==> src/rx_frame_check_pkg.sv <==
// Constants, register map and state codes for the receive frame checker
package rx_frame_check_pkg;

   // Stream geometry
   localparam int unsigned DATA_W        = 32;
   localparam int unsigned KEEP_W        = 4;
   localparam int unsigned WORD_BYTES    = 4;
   localparam int unsigned FCS_BYTES     = 4;

   // Frame size limits in bytes, FCS included, then data and length/type field bounds
   localparam logic [15:0] MIN_FRAME     = 16'h0040;  // 64
   localparam logic [15:0] MAX_UNTAGGED  = 16'h05ee;  // 1518
   localparam logic [15:0] MAX_TAGGED    = 16'h05f2;  // 1522
   localparam logic [15:0] MIN_MTU       = 16'h05ee;  // 1518
   localparam logic [15:0] MIN_DATA      = 16'h002e;  // 46
   localparam logic [15:0] TYPE_FLOOR    = 16'h0600;  // 1536

   // Header layout
   localparam logic [15:0] BASE_HDR      = 16'h000e;  // 14: DA, SA, length/type
   localparam logic [3:0]  TYPE_WORD     = 4'h3;      // Word holding bytes 12..15
   localparam logic [15:0] TPID_CTAG     = 16'h8100;
   localparam logic [15:0] TPID_STAG     = 16'h88a8;
   localparam logic [3:0]  MAX_TAGS_ONE  = 4'h1;
   localparam logic [3:0]  MAX_TAGS_STK  = 4'h8;

   // Register byte offsets
   localparam logic [11:0] OFS_CONFIG    = 12'h000;
   localparam logic [11:0] OFS_MTU       = 12'h004;
   localparam logic [11:0] OFS_IRQ_STAT  = 12'h008;
   localparam logic [11:0] OFS_IRQ_MASK  = 12'h00c;
   localparam logic [11:0] OFS_LAST      = 12'h010;

   // Configuration bit positions
   localparam int unsigned CFG_VLAN      = 0;
   localparam int unsigned CFG_STACKED   = 1;
   localparam int unsigned CFG_VLAN_LEN  = 2;
   localparam int unsigned CFG_LEN_CHK   = 3;
   localparam int unsigned CFG_JUMBO     = 4;
   localparam int unsigned CFG_MTU_EN    = 5;
   localparam int unsigned CFG_FCS_PASS  = 6;
   localparam int unsigned CFG_W         = 7;
   localparam logic [6:0]  CFG_RESET     = 7'h08;     // Length check on
   localparam logic [15:0] MTU_RESET     = 16'h05ee;

   // Interrupt event bits
   localparam int unsigned IRQ_GOOD      = 0;
   localparam int unsigned IRQ_BAD       = 1;
   localparam int unsigned IRQ_LEN       = 2;
   localparam int unsigned IRQ_BIG       = 3;
   localparam int unsigned IRQ_W         = 4;

   // Frame sequencing states
   typedef enum logic [2:0] {
      ST_IDLE  = 3'b001,
      ST_FRAME = 3'b010,
      ST_TAIL  = 3'b100
   } rx_state_t;

endpackage

==> src/rx_frame_check.sv <==
// Receive frame classification, length checks and padding removal
module rx_frame_check
   import rx_frame_check_pkg::*;
(
   input  wire logic              clk_i,
   input  wire logic              srst_i,
   // APB register port
   input  wire logic [11:0]       paddr_i,
   input  wire logic              psel_i,
   input  wire logic              penable_i,
   input  wire logic              pwrite_i,
   input  wire logic [31:0]       pwdata_i,
   input  wire logic [3:0]        pstrb_i,
   output logic [31:0]            prdata_o,
   output logic                   pready_o,
   output logic                   pslverr_o,
   // Frame stream from the receive decoder, FCS included
   input  wire logic [DATA_W-1:0] rx_data_i,
   input  wire logic [KEEP_W-1:0] rx_keep_i,
   input  wire logic              rx_valid_i,
   input  wire logic              rx_last_i,
   input  wire logic              rx_fcs_err_i,
   input  wire logic              rx_code_err_i,
   // Client stream, no back-pressure
   output logic [DATA_W-1:0]      m_axis_rx_tdata_o,
   output logic [KEEP_W-1:0]      m_axis_rx_tkeep_o,
   output logic                   m_axis_rx_tvalid_o,
   output logic                   m_axis_rx_tlast_o,
   output logic                   m_axis_rx_tuser_o,
   // Level interrupt
   output logic                   irq_o
);

   ////////////////////////////////////////////////////////////////////////////
   // Helpers

   function automatic logic [15:0] byte_count(input logic [KEEP_W-1:0] k);
      logic [15:0] c;
      c = 16'h0000;
      for (int i = 0; i < KEEP_W; i++)
         c = c + {15'h0000, k[i]};
      return c;
   endfunction

   function automatic logic [KEEP_W-1:0] lead_mask(input logic [15:0] n);
      logic [KEEP_W-1:0] m;
      m = '0;
      for (int i = 0; i < KEEP_W; i++)
         m[i] = (n > 16'(i));
      return m;
   endfunction

   ////////////////////////////////////////////////////////////////////////////
   // Declarations

   logic [CFG_W-1:0]  cfg_r;
   logic [15:0]       mtu_r;
   logic [IRQ_W-1:0]  irq_stat_r;
   logic [IRQ_W-1:0]  irq_mask_r;
   logic [16:0]       last_r;           // {bad, total length}
   rx_state_t         state_r;
   logic [15:0]       cnt_r;            // Bytes taken so far in this frame
   logic [3:0]        idx_r;            // Word index, saturating
   logic [3:0]        tag_cnt_r;
   logic              lt_known_r;
   logic [15:0]       lt_r;
   logic [DATA_W-1:0] hold_data_r;
   logic [15:0]       hold_off_r;
   logic [DATA_W-1:0] park_data_r;
   logic [KEEP_W-1:0] park_keep_r;
   logic              parked_r;
   logic [DATA_W-1:0] tail_data_r;
   logic [KEEP_W-1:0] tail_keep_r;
   logic              tail_good_r;

   logic        apb_go;
   logic        apb_wr;
   logic        apb_hit;
   logic [31:0] wmask;
   logic        beat;
   logic        frame_end;
   logic [15:0] n_bytes;
   logic [15:0] total;
   logic [15:0] type_field;
   logic [3:0]  max_tags;
   logic        vlan_hit;
   logic        is_vlan;
   logic [15:0] header_len;
   logic        lt_used;
   logic        chk_act;
   logic        strip_on;
   logic [15:0] data_end;
   logic [15:0] rem;
   logic        at_end;
   logic [15:0] limit;
   logic [15:0] data_len;
   logic        oversize;
   logic        runt;
   logic        len_err;
   logic        small_err;
   logic        frame_bad;
   logic [IRQ_W-1:0] irq_ev;

   ////////////////////////////////////////////////////////////////////////////
   // APB decode

   // One wait state so that read data and pready both leave flip-flops
   assign apb_go  = psel_i & penable_i & pready_o;
   assign apb_wr  = apb_go & pwrite_i;
   assign apb_hit = (paddr_i == OFS_CONFIG) | (paddr_i == OFS_MTU) | (paddr_i == OFS_IRQ_STAT)
                  | (paddr_i == OFS_IRQ_MASK) | (paddr_i == OFS_LAST);
   assign wmask   = {{8{pstrb_i[3]}}, {8{pstrb_i[2]}}, {8{pstrb_i[1]}}, {8{pstrb_i[0]}}};

   // Answer, read data and error for the access phase
   always_ff @(posedge clk_i)
   begin
      if (srst_i)
      begin
         pready_o  <= 1'b0;
         prdata_o  <= 32'h0000_0000;
         pslverr_o <= 1'b0;
      end
      else
      begin
         pready_o  <= psel_i & penable_i & ~pready_o;
         pslverr_o <= psel_i & penable_i & ~pready_o & ~apb_hit;
         prdata_o  <= 32'h0000_0000;
         if (psel_i & penable_i & ~pready_o & ~pwrite_i)
         begin
            unique case (paddr_i)
               OFS_CONFIG:   prdata_o <= {25'h0, cfg_r};
               OFS_MTU:      prdata_o <= {16'h0000, mtu_r};
               OFS_IRQ_STAT: prdata_o <= {28'h0, irq_stat_r};
               OFS_IRQ_MASK: prdata_o <= {28'h0, irq_mask_r};
               OFS_LAST:     prdata_o <= {15'h0, last_r};
               default:      prdata_o <= 32'h0000_0000;
            endcase
         end
      end
   end

   // Configuration and MTU; MTU below the floor is software's fault
   always_ff @(posedge clk_i)
   begin
      if (srst_i)
      begin
         cfg_r      <= CFG_RESET;
         mtu_r      <= MTU_RESET;
         irq_mask_r <= {IRQ_W{1'b0}};                          // All sources masked until software opens them
      end
      else if (apb_wr)
      begin
         if (paddr_i == OFS_CONFIG)
            cfg_r <= (cfg_r & ~wmask[CFG_W-1:0]) | (pwdata_i[CFG_W-1:0] & wmask[CFG_W-1:0]);
         if (paddr_i == OFS_MTU)
            mtu_r <= (mtu_r & ~wmask[15:0]) | (pwdata_i[15:0] & wmask[15:0]);
         if (paddr_i == OFS_IRQ_MASK)
            irq_mask_r <= (irq_mask_r & ~wmask[IRQ_W-1:0]) | (pwdata_i[IRQ_W-1:0] & wmask[IRQ_W-1:0]);
      end
   end

   ////////////////////////////////////////////////////////////////////////////
   // Interrupts

   // Sticky per event; a new event beats a write-one clear in the same cycle
   genvar gi;
   generate
      for (gi = 0; gi < IRQ_W; gi++)
      begin : g_irq
         always_ff @(posedge clk_i)
         begin
            if (srst_i)
               irq_stat_r[gi] <= 1'b0;
            else if (irq_ev[gi])
               irq_stat_r[gi] <= 1'b1;
            else if (apb_wr && paddr_i == OFS_IRQ_STAT && pwdata_i[gi] && pstrb_i[0])
               irq_stat_r[gi] <= 1'b0;
         end
      end
   endgenerate

   // Level interrupt, one cycle behind the status bits
   always_ff @(posedge clk_i)
   begin
      if (srst_i)
         irq_o <= 1'b0;
      else
         irq_o <= |(irq_stat_r & irq_mask_r);
   end

   ////////////////////////////////////////////////////////////////////////////
   // Header parse and frame checks

   assign beat       = rx_valid_i;
   assign frame_end  = rx_valid_i & rx_last_i;
   assign n_bytes    = byte_count(rx_keep_i);
   assign total      = cnt_r + n_bytes;
   assign type_field = {rx_data_i[7:0], rx_data_i[15:8]};   // Network order, first byte high
   assign max_tags   = cfg_r[CFG_STACKED] ? MAX_TAGS_STK : MAX_TAGS_ONE;
   // Either TPID accepted in any tag slot when stacked tags are on
   assign vlan_hit   = cfg_r[CFG_VLAN] & (tag_cnt_r < max_tags)
                     & ((type_field == TPID_CTAG)
                        | (cfg_r[CFG_STACKED] & (type_field == TPID_STAG)));
   assign is_vlan    = (tag_cnt_r != 4'h0);
   assign header_len = BASE_HDR + {10'h000, tag_cnt_r, 2'b00};
   // Tagged frames only get a length interpretation when the CFG_VLAN_LEN bit is on
   assign lt_used    = lt_known_r & (~is_vlan | cfg_r[CFG_VLAN_LEN]);
   // Control frame types sit above the floor and fall out here too
   assign chk_act    = cfg_r[CFG_LEN_CHK] & lt_used & (lt_r < TYPE_FLOOR);
   assign strip_on   = chk_act & ~cfg_r[CFG_FCS_PASS];
   assign data_end   = header_len + lt_r;
   assign rem        = (data_end > hold_off_r) ? data_end - hold_off_r : 16'h0000;
   assign at_end     = strip_on & (rem <= 16'(WORD_BYTES));
   assign limit      = cfg_r[CFG_MTU_EN] ? mtu_r
                     : (is_vlan ? MAX_TAGGED : MAX_UNTAGGED);
   assign oversize   = ~cfg_r[CFG_JUMBO] & (total > limit);
   assign runt       = (total < MIN_FRAME);
   assign data_len   = total - 16'(FCS_BYTES) - header_len;
   // Short real data against the field; with the check off this is not looked at
   assign len_err    = chk_act & (lt_r >= MIN_DATA) & (data_len < lt_r);
   // Short length needs an exact minimum frame even with the check off
   assign small_err  = lt_used & (lt_r < MIN_DATA) & (total != MIN_FRAME);
   assign frame_bad  = rx_fcs_err_i | rx_code_err_i | runt | oversize | len_err | small_err;
   assign irq_ev     = frame_end ? {oversize, len_err | small_err, frame_bad, ~frame_bad}
                                 : {IRQ_W{1'b0}};

   // Byte counter, word index and tag walk
   always_ff @(posedge clk_i)
   begin
      if (srst_i | frame_end)
      begin
         cnt_r      <= 16'h0000;
         idx_r      <= 4'h0;
         tag_cnt_r  <= 4'h0;
         lt_known_r <= 1'b0;
         lt_r       <= 16'h0000;
      end
      else if (beat)
      begin
         cnt_r <= (total < cnt_r) ? 16'hffff : total;   // Saturate on huge jumbos
         if (idx_r != 4'hf)
            idx_r <= idx_r + 4'h1;
         if (!lt_known_r && idx_r == TYPE_WORD + tag_cnt_r)
         begin
            if (vlan_hit)
               tag_cnt_r <= tag_cnt_r + 4'h1;
            else
            begin
               lt_known_r <= 1'b1;
               lt_r       <= type_field;
            end
         end
      end
   end

   // Last frame status for software
   always_ff @(posedge clk_i)
   begin
      if (srst_i)
         last_r <= 17'h0_0000;
      else if (frame_end)
         last_r <= {frame_bad, total};
   end

   ////////////////////////////////////////////////////////////////////////////
   // Output sequencing

   // One word is held back so FCS bytes can be trimmed when the end shows up
   always_ff @(posedge clk_i)
   begin
      if (srst_i)
      begin
         state_r            <= ST_IDLE;
         hold_data_r        <= '0;
         hold_off_r         <= 16'h0000;
         park_data_r        <= '0;
         park_keep_r        <= '0;
         parked_r           <= 1'b0;
         tail_data_r        <= '0;
         tail_keep_r        <= '0;
         tail_good_r        <= 1'b0;
         m_axis_rx_tdata_o  <= '0;
         m_axis_rx_tkeep_o  <= '0;
         m_axis_rx_tvalid_o <= 1'b0;
         m_axis_rx_tlast_o  <= 1'b0;
         m_axis_rx_tuser_o  <= 1'b0;
      end
      else
      begin
         m_axis_rx_tvalid_o <= 1'b0;
         m_axis_rx_tlast_o  <= 1'b0;
         m_axis_rx_tuser_o  <= 1'b0;
         unique case (state_r)
            ST_IDLE:
            begin
               parked_r <= 1'b0;
               if (beat && !rx_last_i)
               begin
                  hold_data_r <= rx_data_i;
                  hold_off_r  <= cnt_r;
                  state_r     <= ST_FRAME;
               end
               else if (frame_end)
               begin
                  // A one-word frame is a runt: deliver it flagged bad
                  m_axis_rx_tdata_o  <= rx_data_i;
                  m_axis_rx_tkeep_o  <= rx_keep_i;
                  m_axis_rx_tvalid_o <= 1'b1;
                  m_axis_rx_tlast_o  <= 1'b1;
                  m_axis_rx_tuser_o  <= 1'b0;
               end
            end
            ST_FRAME:
            begin
               if (beat && !rx_last_i)
               begin
                  if (!at_end)
                  begin
                     m_axis_rx_tdata_o  <= hold_data_r;
                     m_axis_rx_tkeep_o  <= {KEEP_W{1'b1}};
                     m_axis_rx_tvalid_o <= 1'b1;
                  end
                  else if (!parked_r && rem != 16'h0000)
                  begin
                     // Last data word kept back so it can close the frame
                     park_data_r <= hold_data_r;
                     park_keep_r <= lead_mask(rem);
                     parked_r    <= 1'b1;
                  end
                  hold_data_r <= rx_data_i;
                  hold_off_r  <= cnt_r;
               end
               else if (frame_end && cfg_r[CFG_FCS_PASS])
               begin
                  // FCS goes to the client; last beat follows a cycle later
                  m_axis_rx_tdata_o  <= hold_data_r;
                  m_axis_rx_tkeep_o  <= {KEEP_W{1'b1}};
                  m_axis_rx_tvalid_o <= 1'b1;
                  tail_data_r        <= rx_data_i;
                  tail_keep_r        <= rx_keep_i;
                  tail_good_r        <= ~frame_bad;
                  state_r            <= ST_TAIL;
               end
               else if (frame_end)
               begin
                  // Final beat length equals last-beat byte count, or rem when padding is stripped: FCS trimmed off
                  m_axis_rx_tdata_o  <= parked_r ? park_data_r : hold_data_r;
                  m_axis_rx_tkeep_o  <= parked_r ? park_keep_r
                                      : (rx_keep_i & (at_end ? lead_mask(rem)
                                                              : {KEEP_W{1'b1}}));
                  m_axis_rx_tvalid_o <= 1'b1;
                  m_axis_rx_tlast_o  <= 1'b1;
                  m_axis_rx_tuser_o  <= ~frame_bad;
                  parked_r           <= 1'b0;
                  state_r            <= ST_IDLE;
               end
            end
            ST_TAIL:
            begin
               m_axis_rx_tdata_o  <= tail_data_r;
               m_axis_rx_tkeep_o  <= tail_keep_r;
               m_axis_rx_tvalid_o <= 1'b1;
               m_axis_rx_tlast_o  <= 1'b1;
               m_axis_rx_tuser_o  <= tail_good_r;
               parked_r           <= 1'b0;
               state_r            <= ST_IDLE;
            end
            default:
               state_r <= ST_IDLE;
         endcase
      end
   end

endmodule

==> config.mk <==
export PLATFORM = sky130hd
export DESIGN_NAME = rx_frame_check
export DESIGN_NICKNAME = d
export VERILOG_FILES = /design/src/rx_frame_check_pkg.sv /design/src/rx_frame_check.sv
export SDC_FILE = /design/constraint.sdc
export NUM_CORES = 1
export LEC_CHECK = 0
export ABC_AREA = 1
export BUFFER_PORTS_ARGS = -buffer_cell sky130_fd_sc_hd__buf_2
export CAP_MARGIN = 20
export CORE_MARGIN = 2
export CORE_UTILIZATION = 45
export DETAILED_ROUTE_END_ITERATION = 12
export PLACE_DENSITY = 0.69
export SYNTH_ARGS = -nofsm -noshare
export SYNTH_HDL_FRONTEND = slang
export SYNTH_SLANG_ARGS = --single-unit
==> constraint.sdc <==
create_clock -name clk_i -period 7 [get_ports clk_i]
set_input_delay 1.75 -clock clk_i [delete_from_list [all_inputs] [get_ports clk_i]]
set_output_delay 1.75 -clock clk_i [all_outputs]
set_load 0.1 [all_outputs]
Word-level counts from Yosys, hierarchy flattened

Index checks and enable logic that the tools add are counted.

Add/subtract/negate cells: 12
Magnitude comparators: 14
Equal/unequal tests: 23
Multiplexer cells: 56
Bitwise logic cells: 57
Reduce and logical (&&, ||, !) cells: 41

Operators with widths:

| kind                 | count |
|---|---|
| $mux 32              | 7 |
| $pmux 32 s3          | 1 |
| $pmux 17 s5          | 1 |
| $mux 16              | 3 |
| $mux 4               | 10 |
| $and 16x16->16       | 2 |
| $eq 16x16->1 const B | 2 |
| $gt 16x1->1 const B  | 2 |
| $gt 16x16->1         | 2 |
| $gt 16x2->1 const B  | 2 |
| $lt 16x16->1         | 2 |
| $eq 12x4->1 const B  | 2 |
| $mux 1               | 23 |
| $and 1x1->1          | 20 |
| $ne 3x3->1 const B   | 6 |
| $add 16x4->16        | 1 |
| $add 7x16->16        | 1 |
| $and 4x4->4          | 4 |
| $ge 16x6->1 const B  | 1 |
| $le 16x3->1 const B  | 1 |
| $lt 16x11->1 const B | 1 |
| $lt 16x6->1 const B  | 1 |
| $lt 16x7->1 const B  | 1 |
| $ne 16x7->1 const B  | 1 |
| other kinds (46)     | 106 |

Register bits: 288
Bits of input ports: 93
Output and inout bits: 74
Logic and storage cells: 234

Logic depth before layout (Yosys ltp)

Gate-level depths: netlist of the first run.

Word-level depth: 15
Gate-level depth with buffers: 37

Worst setup path after synthesis of the first run

No wires, ideal clock.

Kind: in2reg
Start: input port rx_keep_i[0]
End: register irq_stat_r[1]
Setup time: 132 ps
Arrival: 6330 ps
Required time: 6868 ps
Path slack: 537 ps
Stages on the path: 32
Path buffers: 0
Cell sequence: fa_1 -> inv_1 -> fa_1 -> inv_1 -> fa_1 -> inv_1 -> nor2_1 -> inv_1 -> nor2_1 -> ha_1 -> ha_1 -> inv_1 -> ha_1 -> a21oi_1 -> o21ai_0 -> nor2_1 -> inv_1 -> a211oi_1 -> nand3_1 -> nor2_1 -> nand3_1 -> xor2_1 -> ha_1 -> nand2_1 -> nor2_1 -> a21oi_1 -> nand2_1 -> nor2_1 -> nor2_1 -> nand2_1 -> nand2_1 -> a21oi_1

Word-level cells in the longest chain between the ends: 12

Ends and longest elaborated chain:

| item                                        | line                  | RTL |
|---|---|---|
| from (decl)                                 | rx_frame_check.sv:19  | `input wire logic [KEEP_W-1:0] rx_keep_i,` |
| $add 1x1->2 (*)                             | rx_frame_check.sv:41  | `c = c + {15'h0000, k[i]};` |
| $add 2x1->3 (*)                             | rx_frame_check.sv:41  |  |
| $add 3x1->4 (*)                             | rx_frame_check.sv:41  |  |
| $add 16x4->16 (*)                           | rx_frame_check.sv:197 | `assign total = cnt_r + n_bytes;` |
| $sub 16x3->16                               | rx_frame_check.sv:218 | `assign data_len = total - 16'(FCS_BYTES) - header_len;` |
| $sub 16x7->16                               | rx_frame_check.sv:218 |  |
| $lt 16x16->1                                | rx_frame_check.sv:220 | `assign len_err = chk_act & (lt_r >= MIN_DATA) & (data_len < lt_r);` |
| $and 1x1->1                                 | rx_frame_check.sv:220 |  |
| $or 1x1->1                                  | rx_frame_check.sv:223 | `assign frame_bad = rx_fcs_err_i \| rx_code_err_i \| runt \| oversize \| len_err \| small_err;` |
| $or 1x1->1 (*)                              | rx_frame_check.sv:223 |  |
| $mux 4 (*)                                  | rx_frame_check.sv:224 | `assign irq_ev = frame_end ? {oversize, len_err \| small_err, frame_bad, ~frame_bad}` |
| $mux 1 or $reduce_bool 2->1 (tied branches) | --                    |  |
| to (signal, indexed assignment)             | rx_frame_check.sv:173 | `irq_stat_r[gi] <= 1'b0;` |
| to (signal, indexed assignment)             | rx_frame_check.sv:175 | `irq_stat_r[gi] <= 1'b1;` |
| to (signal, indexed assignment)             | rx_frame_check.sv:177 | `irq_stat_r[gi] <= 1'b0;` |
| to (decl)                                   | rx_frame_check.sv:58  | `logic [IRQ_W-1:0] irq_stat_r;` |

Mark *: on every way between the ends. The rest lies on a longest branch, timed or not.
A chain may end at the register's enable or synchronous reset.

Final worst setup path of the first run

Start: input port rx_keep_i[0]
End: register last_r[16]

Word-level cells in the longest chain between the ends: 10

Ends and longest elaborated chain:

| item                 | line                  | RTL |
|---|---|---|
| $add 1x1->2 (*)      | rx_frame_check.sv:41  |  |
| $add 2x1->3 (*)      | rx_frame_check.sv:41  |  |
| $add 3x1->4 (*)      | rx_frame_check.sv:41  |  |
| $add 16x4->16 (*)    | rx_frame_check.sv:197 |  |
| $sub 16x3->16        | rx_frame_check.sv:218 |  |
| $sub 16x7->16        | rx_frame_check.sv:218 |  |
| $lt 16x16->1         | rx_frame_check.sv:220 |  |
| $and 1x1->1          | rx_frame_check.sv:220 |  |
| $or 1x1->1           | rx_frame_check.sv:223 |  |
| $or 1x1->1 (*)       | rx_frame_check.sv:223 |  |
| to (signal assigned) | rx_frame_check.sv:262 | `last_r <= {frame_bad, total};` |
| to (decl)            | rx_frame_check.sv:60  | `logic [16:0] last_r;` |

Marked as above.

==> results_dict.tcl, run 1 <==
set metrics [dict create \
    viasPerCell 5.29 \
    cts_buffers 30 \
    drc 0 \
    rsz0062_at_grt "false" \
    yosys_warnings 0 \
    drt_first_pass_iters 7 \
    peakVddDrop_mv 0.226 \
    dp.cells 2681 \
    layout_commonest_cell "nand2_1" \
    grt.total_usage_pct 24.3 \
    hpwl_um 29700 \
    grt_max_degree 106 \
    ys.flop_type "dfxtp_1" \
    ys_seq_elements 273 \
    power_per_cell_area_nw_per_um2 277 \
    grt_pass1_wl_um 68400 \
    yosysUniqueCellTypes 51 \
    fin_cells 2735 \
    syn-cell-area_sq_um 14900 \
    cpMostUsedCell "inv_1" \
    min_period_ns 6.53 \
    via_count 14475 \
    dieWidth_um 186 \
    final_antenna_net_count 0 \
    initial_core_util_pct 45.7 \
    synthMuxAreaShare_pct 0 \
    rows 66 \
    htree_num_levels 1 \
    yosys.area_share.simple_pct 23.3 \
    drive_gt1_share_pct 10.7 \
    hold_violations 0 \
    cap_violations 0 \
    path_clk_slew_ns 0.06 \
    place.gp.congestion 0.911 \
    die_area_sq_um 34500 \
    critPathSlowestCell "fa_1" \
    wirelength_um 42300 \
    min_period_over_period_pct 93.3 \
    areaGrowthSynthToFinish_pct 13.5 \
    finalMaxSlewViolations 0 \
    synthAdderAreaFrac_pct 7.07 \
    cp_max_fo 4 \
    async_reset_ff_share_pct 0 \
    grt_pass1_vias 13709 \
    grt_antenna_before_repair 3 \
    maxSlewHeadroom_pct 29.7 \
    synth-compound-area-share_pct 19.7 \
    clkSinkCount 273 \
    whs_ns 0.450 \
    hp-class "reg2reg" \
    avgSynthCellArea_sq_um 6.81 \
    critPathKind "in2reg" \
    max_freq_mhz 153 \
    cp.required_ns 7.43 \
    synthCells 2182 \
    setup_violations 0 \
    synth_top_family_by_area "simple AND/OR/NAND/NOR gates" \
    core_area_sq_um 32500 \
    synth_edf_count 0 \
    grt_remaining_overflow 0 \
    end_kind "register" \
    pin_count 167 \
    post_cts_buffers 0 \
    cts_tree "done" \
    cpLargestDelayFamily "adder cells" \
    seq_area_frac_synth_pct 36.8 \
    fin_nets 2446 \
    fin_skew_ns 0.0171 \
    clock_path_buffers 3 \
    wire_per_inst_um 15.5 \
    drt_iter0_markers 1044 \
    synth-xor-area-share_pct 2.00 \
    p_leak_nw 7.71 \
    start_kind "input pin" \
    fp.dieH_um 186 \
    tightest_slew_ns 1.05 \
    critPathBufInv 9 \
    status "complete, no violations" \
    layout_common_cells "nand2_1 (329), inv_1 (299), nor2_1 (281), dfxtp_1 (273), o21ai_0 (260)" \
    port_buffers 133 \
    critical_path_arrival_ns 6.96 \
    diodes 0 \
    clk_latency_ns 0.57 \
    ctsRootBufferMaster "clkbuf_16" \
    slowest_delay_ns 0.54 \
]
[sequential cells by signal, summed over array words and instances (netlist names), 16 cells and up, named ones only]
| register | flops |
|---|---|
| hold_data_r | 32 |
| park_data_r | 32 |
| hold_off_r | 16 |
| m_axis_rx_tdata_o | 32 |
| last_r | 17 |
| cnt_r | 16 |
| prdata_o | 17 |
| lt_r | 16 |
| tail_data_r | 32 |
[synthesized netlist by cell type (8+ instances only)]
cell type / count / area [sq um]
a211oi_1: 13 / 97.6
a21oi_1: 213 / 1070
buf_2: 10 / 50.1
buf_4: 15 / 113
clkbuf_1: 82 / 308
dfxtp_1: 273 / 5470
ha_1: 76 / 951
inv_1: 299 / 1120
nand2_1: 331 / 1240
nand2_2: 8 / 50.1
nand3_1: 86 / 430
nand4_1: 20 / 125
nor2_1: 287 / 1080
nor3_1: 51 / 255
nor4_1: 14 / 87.6
o211ai_1: 10 / 75.1
o21ai_0: 260 / 1300
o21ai_1: 18 / 90.1
o22ai_1: 15 / 93.8
xor2_1: 27 / 236
[routing by layer]
metal	wire (um)	up-vias	share of wire, %	track usage (%)
met4	1030	6	2.4	6.52
met3	2910	69	6.9	3.66
li1	-	7278	-	-
met2	19000	443	45	40.3
met1	19300	6679	46	33.0
met5	38	-	0.090	0
[cell type report]
class,count,area (sq um)
Clock buffer,39,855
Multi-Input combinational cell,1505,7820
Timing Repair Buffer,155,851
Tap cell,442,553
Fill cell,3216,15700
Clock inverter,14,168
Sequential cell,273,5470
Inverter,307,1150
[repair_timing]
item                                    in CTS  in global routing
hold buffers                                 0                  0
gates resized for setup                      0                  5
endpoints found under the setup margin       0                  6
hold endpoints to repair                     0                  0
[where the power goes]
group          internal, W  switching (W)
Combinational     0.000322        0.00101
Sequential         0.00166      0.0000601
Clock             0.000967       0.000662
[path summary, 6_finish.rpt]
path	from	slack, ns	cells after the start	to
hold / removal	last_r[8]	0.45	2	last_r[8]
hold reg to reg	last_r[8]	0.45	2	last_r[8]
setup / recovery	rx_keep_i[0]	0.47	32	last_r[16]
setup reg to reg	tag_cnt_r[0]	1.17	31	m_axis_rx_tdata_o[8]
[stage by stage]
| step | setup TNS, ns | util [%] | setup slack, ns | instance area (sq um) | total power [W] |
|---|---|---|---|---|---|
| after global placement | -0.251 | 48.6 | -0.0990 | 15800 | 0.00304 |
| after global routing | 0 | 51.8 | 0.0377 | 16900 | 0.00491 |
| after floorplan | 0 | - | 0.537 | 14900 | 0.00278 |
| after detailed placement | -0.667 | 48.6 | -0.194 | 15800 | 0.00307 |
| final | 0 | 51.8 | 0.468 | 16900 | 0.00468 |
| after CTS | 0 | 51.7 | 0.318 | 16800 | 0.00469 |
[tightest hold or removal path: cells and delay by family, from the launching register on]
family	cells	cell delay, ns
compound gates	1	0.05
buf+inv	1	0.06
flops	1	0.29
[cell families (layout without fill, tap and decap cells)]
| kind of cell | after synthesis | in the layout |
|---|---|---|
| simple gates | 822 | 822 |
| xor+xnor | 34 | 34 |
| buf+inv | 418 | 515 |
| flops | 273 | 273 |
| compound gates | 553 | 553 |
| fa+ha+maj | 81 | 81 |
| other cells | 1 | 15 |
No activity file was read; power rests on OpenSTA's default activity.
==> run 2: changes to the inputs <==
--- a/config.mk
+++ b/config.mk
@@ -5,7 +5,6 @@
 export SDC_FILE = /design/constraint.sdc
 export NUM_CORES = 1
 export LEC_CHECK = 0
-export ABC_AREA = 1
 export BUFFER_PORTS_ARGS = -buffer_cell sky130_fd_sc_hd__buf_2
 export CAP_MARGIN = 20
 export CORE_MARGIN = 2
==> run 2 against run 1 <==
  * Count of clock-buffer cells in the layout rose by 4
  * Worst setup slack got worse by 0.095 ns
  * First-iteration DRC count did not move
  * Cell count fell by 15%
  * Sequential share of layout area rose by 0.76 points
  * Die area fell by 2.7%
  * Maximum frequency fell by 1.4%
  * Clock skew fell by 0.0051 ns
  * Critical path depth fell by 3
  * Combinational power fell by 46%
  * Routed wire length fell by 3.2%
  * Global-route usage fell by 0.34 points
==> results_dict.tcl, run 2 <==
set metrics [dict create \
    critPathSlowestCell "fa_1" \
    whs_ns 0.453 \
    seq_power_share_pct 42.5 \
    grt_pass1_vias 12891 \
    seq_area_sq_um 5470 \
    power_frac_comb_pct 18.5 \
    avgSynthCellArea_sq_um 7.95 \
    die_area_sq_um 33600 \
    ctsRootBufferMaster "clkbuf_16" \
    fin_nets 2089 \
    synthCells 1818 \
    synth.largest_area_cell "dfxtp_1" \
    drive_gt1_share_pct 12.9 \
    place_ws_ns -0.301 \
    sw_frac_of_total_pct 29.8 \
    areaGrowthSynthToFinish_pct 14.0 \
    cp_max_fo 5 \
    yosysUniqueCellTypes 71 \
    p_switching_w 0.00115 \
    status "complete, no violations" \
    finalMaxSlewViolations 0 \
    core_area_sq_um 31600 \
    clkPwrFrac_pct 39.1 \
    wirelength_um 40900 \
    drt_first_pass_iters 6 \
    hold_violations 0 \
    yosys.area_share.simple_pct 21.1 \
    path_clk_slew_ns 0.06 \
    postCtsResizedCells 0 \
    p_leak_nw 6.52 \
    num-fill-cells 3100 \
    setup_violations 0 \
    ys_seq_elements 273 \
    final_antenna_net_count 0 \
    grt_remaining_overflow 0 \
    hold_path_depth 2 \
    grt.total_usage_pct 24.0 \
    min_period_ns 6.63 \
    post_cts_buffers 0 \
    port_buffers 133 \
    rows 65 \
    yosys_warnings 0 \
    p_int_w 0.00271 \
    yosys-top-cells-count "nand2_1 (293), dfxtp_1 (273), a21oi_1 (185), nor2_1 (185), clkbuf_1 (100)" \
    slowest_delay_ns 0.47 \
    syn-cell-area_sq_um 14500 \
    pin_count 167 \
    maxSlewHeadroom_pct 29.1 \
    power_per_cell_area_nw_per_um2 234 \
    initial_core_util_pct 45.8 \
    grt_max_degree 118 \
    synth_edf_count 0 \
    end_kind "register" \
    totalPowerFinal_w 0.00386 \
    synthMuxAreaShare_pct 4.16 \
    drc 0 \
    synth_top_area_share_pct 37.8 \
    diodes 0 \
    synth_most_common_cell "nand2_1" \
    wire_per_inst_um 17.5 \
    cts_tree "done" \
    clk_latency_ns 0.55 \
    hp-class "reg2reg" \
    synth.area.top_cells "dfxtp_1 (38%), nand2_1 (7.6%), ha_1 (6.6%)" \
    cp.required_ns 7.41 \
    place.gp.congestion 0.913 \
    tightest_slew_ns 1.06 \
    fin_skew_ns 0.0119 \
    htree_num_levels 1 \
    multi_input_area_sq_um 8200 \
    clkSinkCount 273 \
    max_freq_mhz 151 \
    viasPerCell 5.74 \
    critical_path_arrival_ns 7.04 \
    cts_buffers 30 \
    async_reset_ff_share_pct 0 \
    ys.flop_type "dfxtp_1" \
    grt_antenna_before_repair 1 \
    synthAdderAreaFrac_pct 7.27 \
    synth-xor-area-share_pct 3.15 \
    critPathKind "in2reg" \
    rsz0062_at_grt "false" \
    cap_violations 0 \
    min_period_over_period_pct 94.7 \
    via_count 13403 \
    ctsHoldBuffers 0 \
    seq_area_frac_synth_pct 37.8 \
    start_kind "input pin" \
    drt_iter0_markers 1044 \
    grt_pass1_wl_um 66300 \
    synth-compound-area-share_pct 20.2 \
    layout_common_cells "nand2_1 (293), dfxtp_1 (273), a21oi_1 (184), nor2_1 (182), buf_2 (132)" \
    layout_commonest_cell "nand2_1" \
    clock_path_buffers 3 \
    dieWidth_um 183 \
    hpwl_um 28000 \
    peakVddDrop_mv 0.185 \
    fp.dieH_um 183 \
    layout_setup_ws_ns 0.374 \
    r2r_cells 22 \
    synth_top_family_by_area "simple AND/OR/NAND/NOR gates" \
]
[run 2: changes by cell type in the layout (fill, tap and decap cells not counted), moves of 25 or more]
cell / previous run / this run
nand2_1: 329 / 293
a211oi_1: 12 / 53
xnor2_1: 7 / 40
inv_1: 299 / 90
o21ai_0: 260 / 42
a21oi_1: 213 / 184
a221oi_1: 1 / 35
nand3_1: 86 / 60
nor3_1: 50 / 16
buf_4: 21 / 46
mux2i_1: 0 / 59
nor2_1: 281 / 182
[run 2: final timing paths]
path | from | to | slack [ns]
max | rx_keep_i[0] | irq_stat_r[1] | 0.37
min | park_keep_r[0] | park_keep_r[0] | 0.45
max reg2reg | tag_cnt_r[1] | m_axis_rx_tdata_o[3] | 1.34
min reg2reg | park_keep_r[0] | park_keep_r[0] | 0.45
[run 2: logic make-up (layout without fill, tap and decap cells)]
kind of cell,after synthesis,after routing
and+or+nand+nor,679,679
AOI/OAI and AO/OA,453,453
DFF,273,273
buffers and inverters,219,322
adders and majority gates,81,81
muxes,60,60
xor gates and xnor gates,52,52
other,1,15
[run 2: cell type report]
type / instances / share of cell area (%)
clock inverter: 9 / 0.486
timing repair buffer: 180 / 6.29
tap: 402 / 3.05
clock buffer: 43 / 5.16
inverter: 90 / 2.05
multi-input combinational: 1340 / 49.8
sequential: 273 / 33.2
[run 2: power by group through the flow]
stage	sequential, W	clock [W]	combinational (W)
after floorplan	0.00178	0	0.000401
after global placement	0.00167	0	0.000689
after detailed placement	0.00167	0	0.000702
after CTS	0.00164	0.00154	0.000705
after global routing	0.00164	0.00160	0.000783
final	0.00164	0.00151	0.000713
[run 2: through the flow]
stage,utilization (%),instance area [sq um],TNS [ns],instances
finish,52.2,16500,0,2337
global route,52.2,16500,0,2337
CTS,52.0,16400,0,2335
detailed placement,49.1,15500,-1.41,2283
global placement,49.1,15500,-0.599,2283
floorplan,-,14500,0,1832
[run 2: routing by layer]
layer	vias up	global-route usage (%)	share of wire (%)
li1	6553	-	-
met1	6355	32.7	45
met2	438	40.4	46
met3	55	3.26	6.8
met4	2	5.63	2.0
met5	-	0	0.022
[run 2: critical path: cells and delay by family]
kind                     cells  cell delay [ns]
XOR/XNOR                     1             0.11
adder cells (fa/ha/maj)      7             2.28
buffers and inverters        7             0.70
AO/OA/AOI/OAI                5             0.76
AND/OR/NAND/NOR              9             1.43
==> run 3: changes to the inputs <==
--- a/config.mk
+++ b/config.mk
@@ -11,6 +11,7 @@
 export CORE_UTILIZATION = 45
 export DETAILED_ROUTE_END_ITERATION = 12
 export PLACE_DENSITY = 0.69
+export RECOVER_POWER = 50
 export SYNTH_ARGS = -nofsm -noshare
 export SYNTH_HDL_FRONTEND = slang
 export SYNTH_SLANG_ARGS = --single-unit
==> run 3 against run 2 <==
  * The flow now finishes with violations (capacitance limit, slew limit)
  * Critical endpoint unchanged
  * First-iteration DRC count grew 16%
  * Clock skew up 0.0019 ns
  * Sequential power about the same
  * Sequential share of layout area up 0.30 points
==> results_dict.tcl, run 3 (synthesis gave the netlist of run 2 again) <==
set metrics [dict create \
    min_period_ns 6.61 \
    core_area_sq_um 31600 \
    fin_area_sq_um 16300 \
    min_period_over_period_pct 94.4 \
    hp-start "park_keep_r[0]" \
    r2r_cells 22 \
    cts_buffers 30 \
    die_area_sq_um 33600 \
    drc 0 \
    status "finished, violations left" \
    fp.dieH_um 183 \
    tightest_slew_ns 2.09 \
    max_freq_mhz 151 \
    violations "capacitance limit, slew limit" \
    fin_skew_ns 0.0138 \
    viasPerCell 5.76 \
    hold_path_depth 2 \
    whs_ns 0.455 \
    clk_latency_ns 0.56 \
    critPathSlowestCell "fa_1" \
    clkSinkCount 273 \
    dieWidth_um 183 \
    hp-class "reg2reg" \
    wirelength_um 41000 \
    hold_violations 0 \
    setup_violations 0 \
    start_kind "input pin" \
    maxSlewHeadroom_pct -39.0 \
    r2r_start "tag_cnt_r[1]" \
    hold_end "park_keep_r[0]" \
    via_count 13463 \
    drt_first_pass_iters 6 \
    p_leak_nw 6.22 \
    utilization_pct 51.8 \
    critical_path_arrival_ns 7.02 \
    r2r_end "m_axis_rx_tkeep_o[1]" \
    diodes 0 \
    rows 65 \
    initial_core_util_pct 45.8 \
    peakVddDrop_mv 0.188 \
    clock_path_buffers 3 \
    critPathKind "in2reg" \
    grt_remaining_overflow 0 \
    fin_nets 2089 \
    rsz0062_at_grt "false" \
    end_kind "register" \
    ctsRootBufferMaster "clkbuf_16" \
    path_clk_slew_ns 0.06 \
    placed_area_sq_um 15500 \
    grt_antenna_before_repair 1 \
    place.gp.congestion 0.913 \
    drt_iter0_markers 1210 \
    pin_count 167 \
    layout_commonest_cell "nand2_1" \
    grt.total_usage_pct 24.0 \
    cp_max_fo 5 \
    grt_pass1_vias 12891 \
    grt_pass1_wl_um 66300 \
    layout_common_cells "nand2_1 (293), dfxtp_1 (273), a21oi_1 (184), nor2_1 (183), inv_1 (90)" \
    cts_tree "done" \
    cap_violations 3 \
    wire_per_inst_um 17.6 \
    slowest_delay_ns 0.48 \
    drive_gt1_share_pct 9.04 \
    final_antenna_net_count 0 \
    grt_max_degree 118 \
    cp.required_ns 7.41 \
    hpwl_um 28000 \
    finalMaxSlewViolations 113 \
    rrSetupSlack_ns 1.32 \
    power_per_cell_area_nw_per_um2 236 \
    port_buffers 133 \
    areaGrowthSynthToFinish_pct 13.0 \
    ctsHoldBuffers 0 \
    htree_num_levels 1 \
]
## run 3: area by class of cell
cell class	instances	area [sq um]
fill	3149	15200
multi-input combinational	1340	8190
sequential	273	5470
timing repair buffer	180	905
clock buffer	43	851
tap	402	503
inverter	90	338
clock inverter	9	80.1
## run 3: timing repair
action,4_1_cts,5_1_grt
setup endpoints to repair,0,5
hold endpoints to repair,0,0
buffers inserted,0,0
gates resized for setup,0,7
## run 3: power by group
group | switching (W) | total (W) | leakage [nW] | internal (W)
clock | 0.000634 | 0.00151 | 0.445 | 0.000874
sequential | 0.0000390 | 0.00164 | 2.22 | 0.00160
combinational | 0.000477 | 0.000703 | 3.56 | 0.000226
total | 0.00115 | 0.00385 | 6.22 | 0.00270
## run 3: routing by layer
metal	up-vias	GRT usage (%)	part of all wire (%)
li1	6561	-	-
met1	6404	32.7	45
met2	438	40.4	46
met3	58	3.26	6.9
met4	2	5.63	2.0
met5	-	0	0.022
## run 3: worst max-delay path: cells and delay by family
| family | cells | cell delay (ns) |
|---|---|---|
| adder cells (fa/ha/maj) | 7 | 2.28 |
| AND/OR/NAND/NOR | 9 | 1.43 |
| AO/OA/AOI/OAI | 5 | 0.74 |
| buffers and inverters | 7 | 0.69 |
| XOR/XNOR | 1 | 0.11 |
## run 3: how the worst max path moves through the flow
stage	from	to	slack [ns]	cells after the start
final	rx_keep_i[0]	irq_stat_r[1]	0.39	29
after global routing	rx_keep_i[0]	irq_stat_r[1]	0.01	27
after CTS	rx_keep_i[0]	last_r[16]	0.26	27
after detailed placement	rx_keep_i[0]	irq_stat_r[1]	-0.30	27
after global placement	rx_keep_i[0]	irq_stat_r[1]	-0.19	27
after floorplan	rx_keep_i[0]	irq_stat_r[1]	0.13	25
## run 3: stage by stage
step	power (W)	setup slack, ns	TNS [ns]	instances
finish	0.00385	0.391	0	2337
global placement	0.00236	-0.189	-0.599	2283
floorplan	0.00218	0.130	0	1832
CTS	0.00388	0.261	0	2335
global route	0.00401	0.0131	0	2337
detailed placement	0.00237	-0.301	-1.41	2283
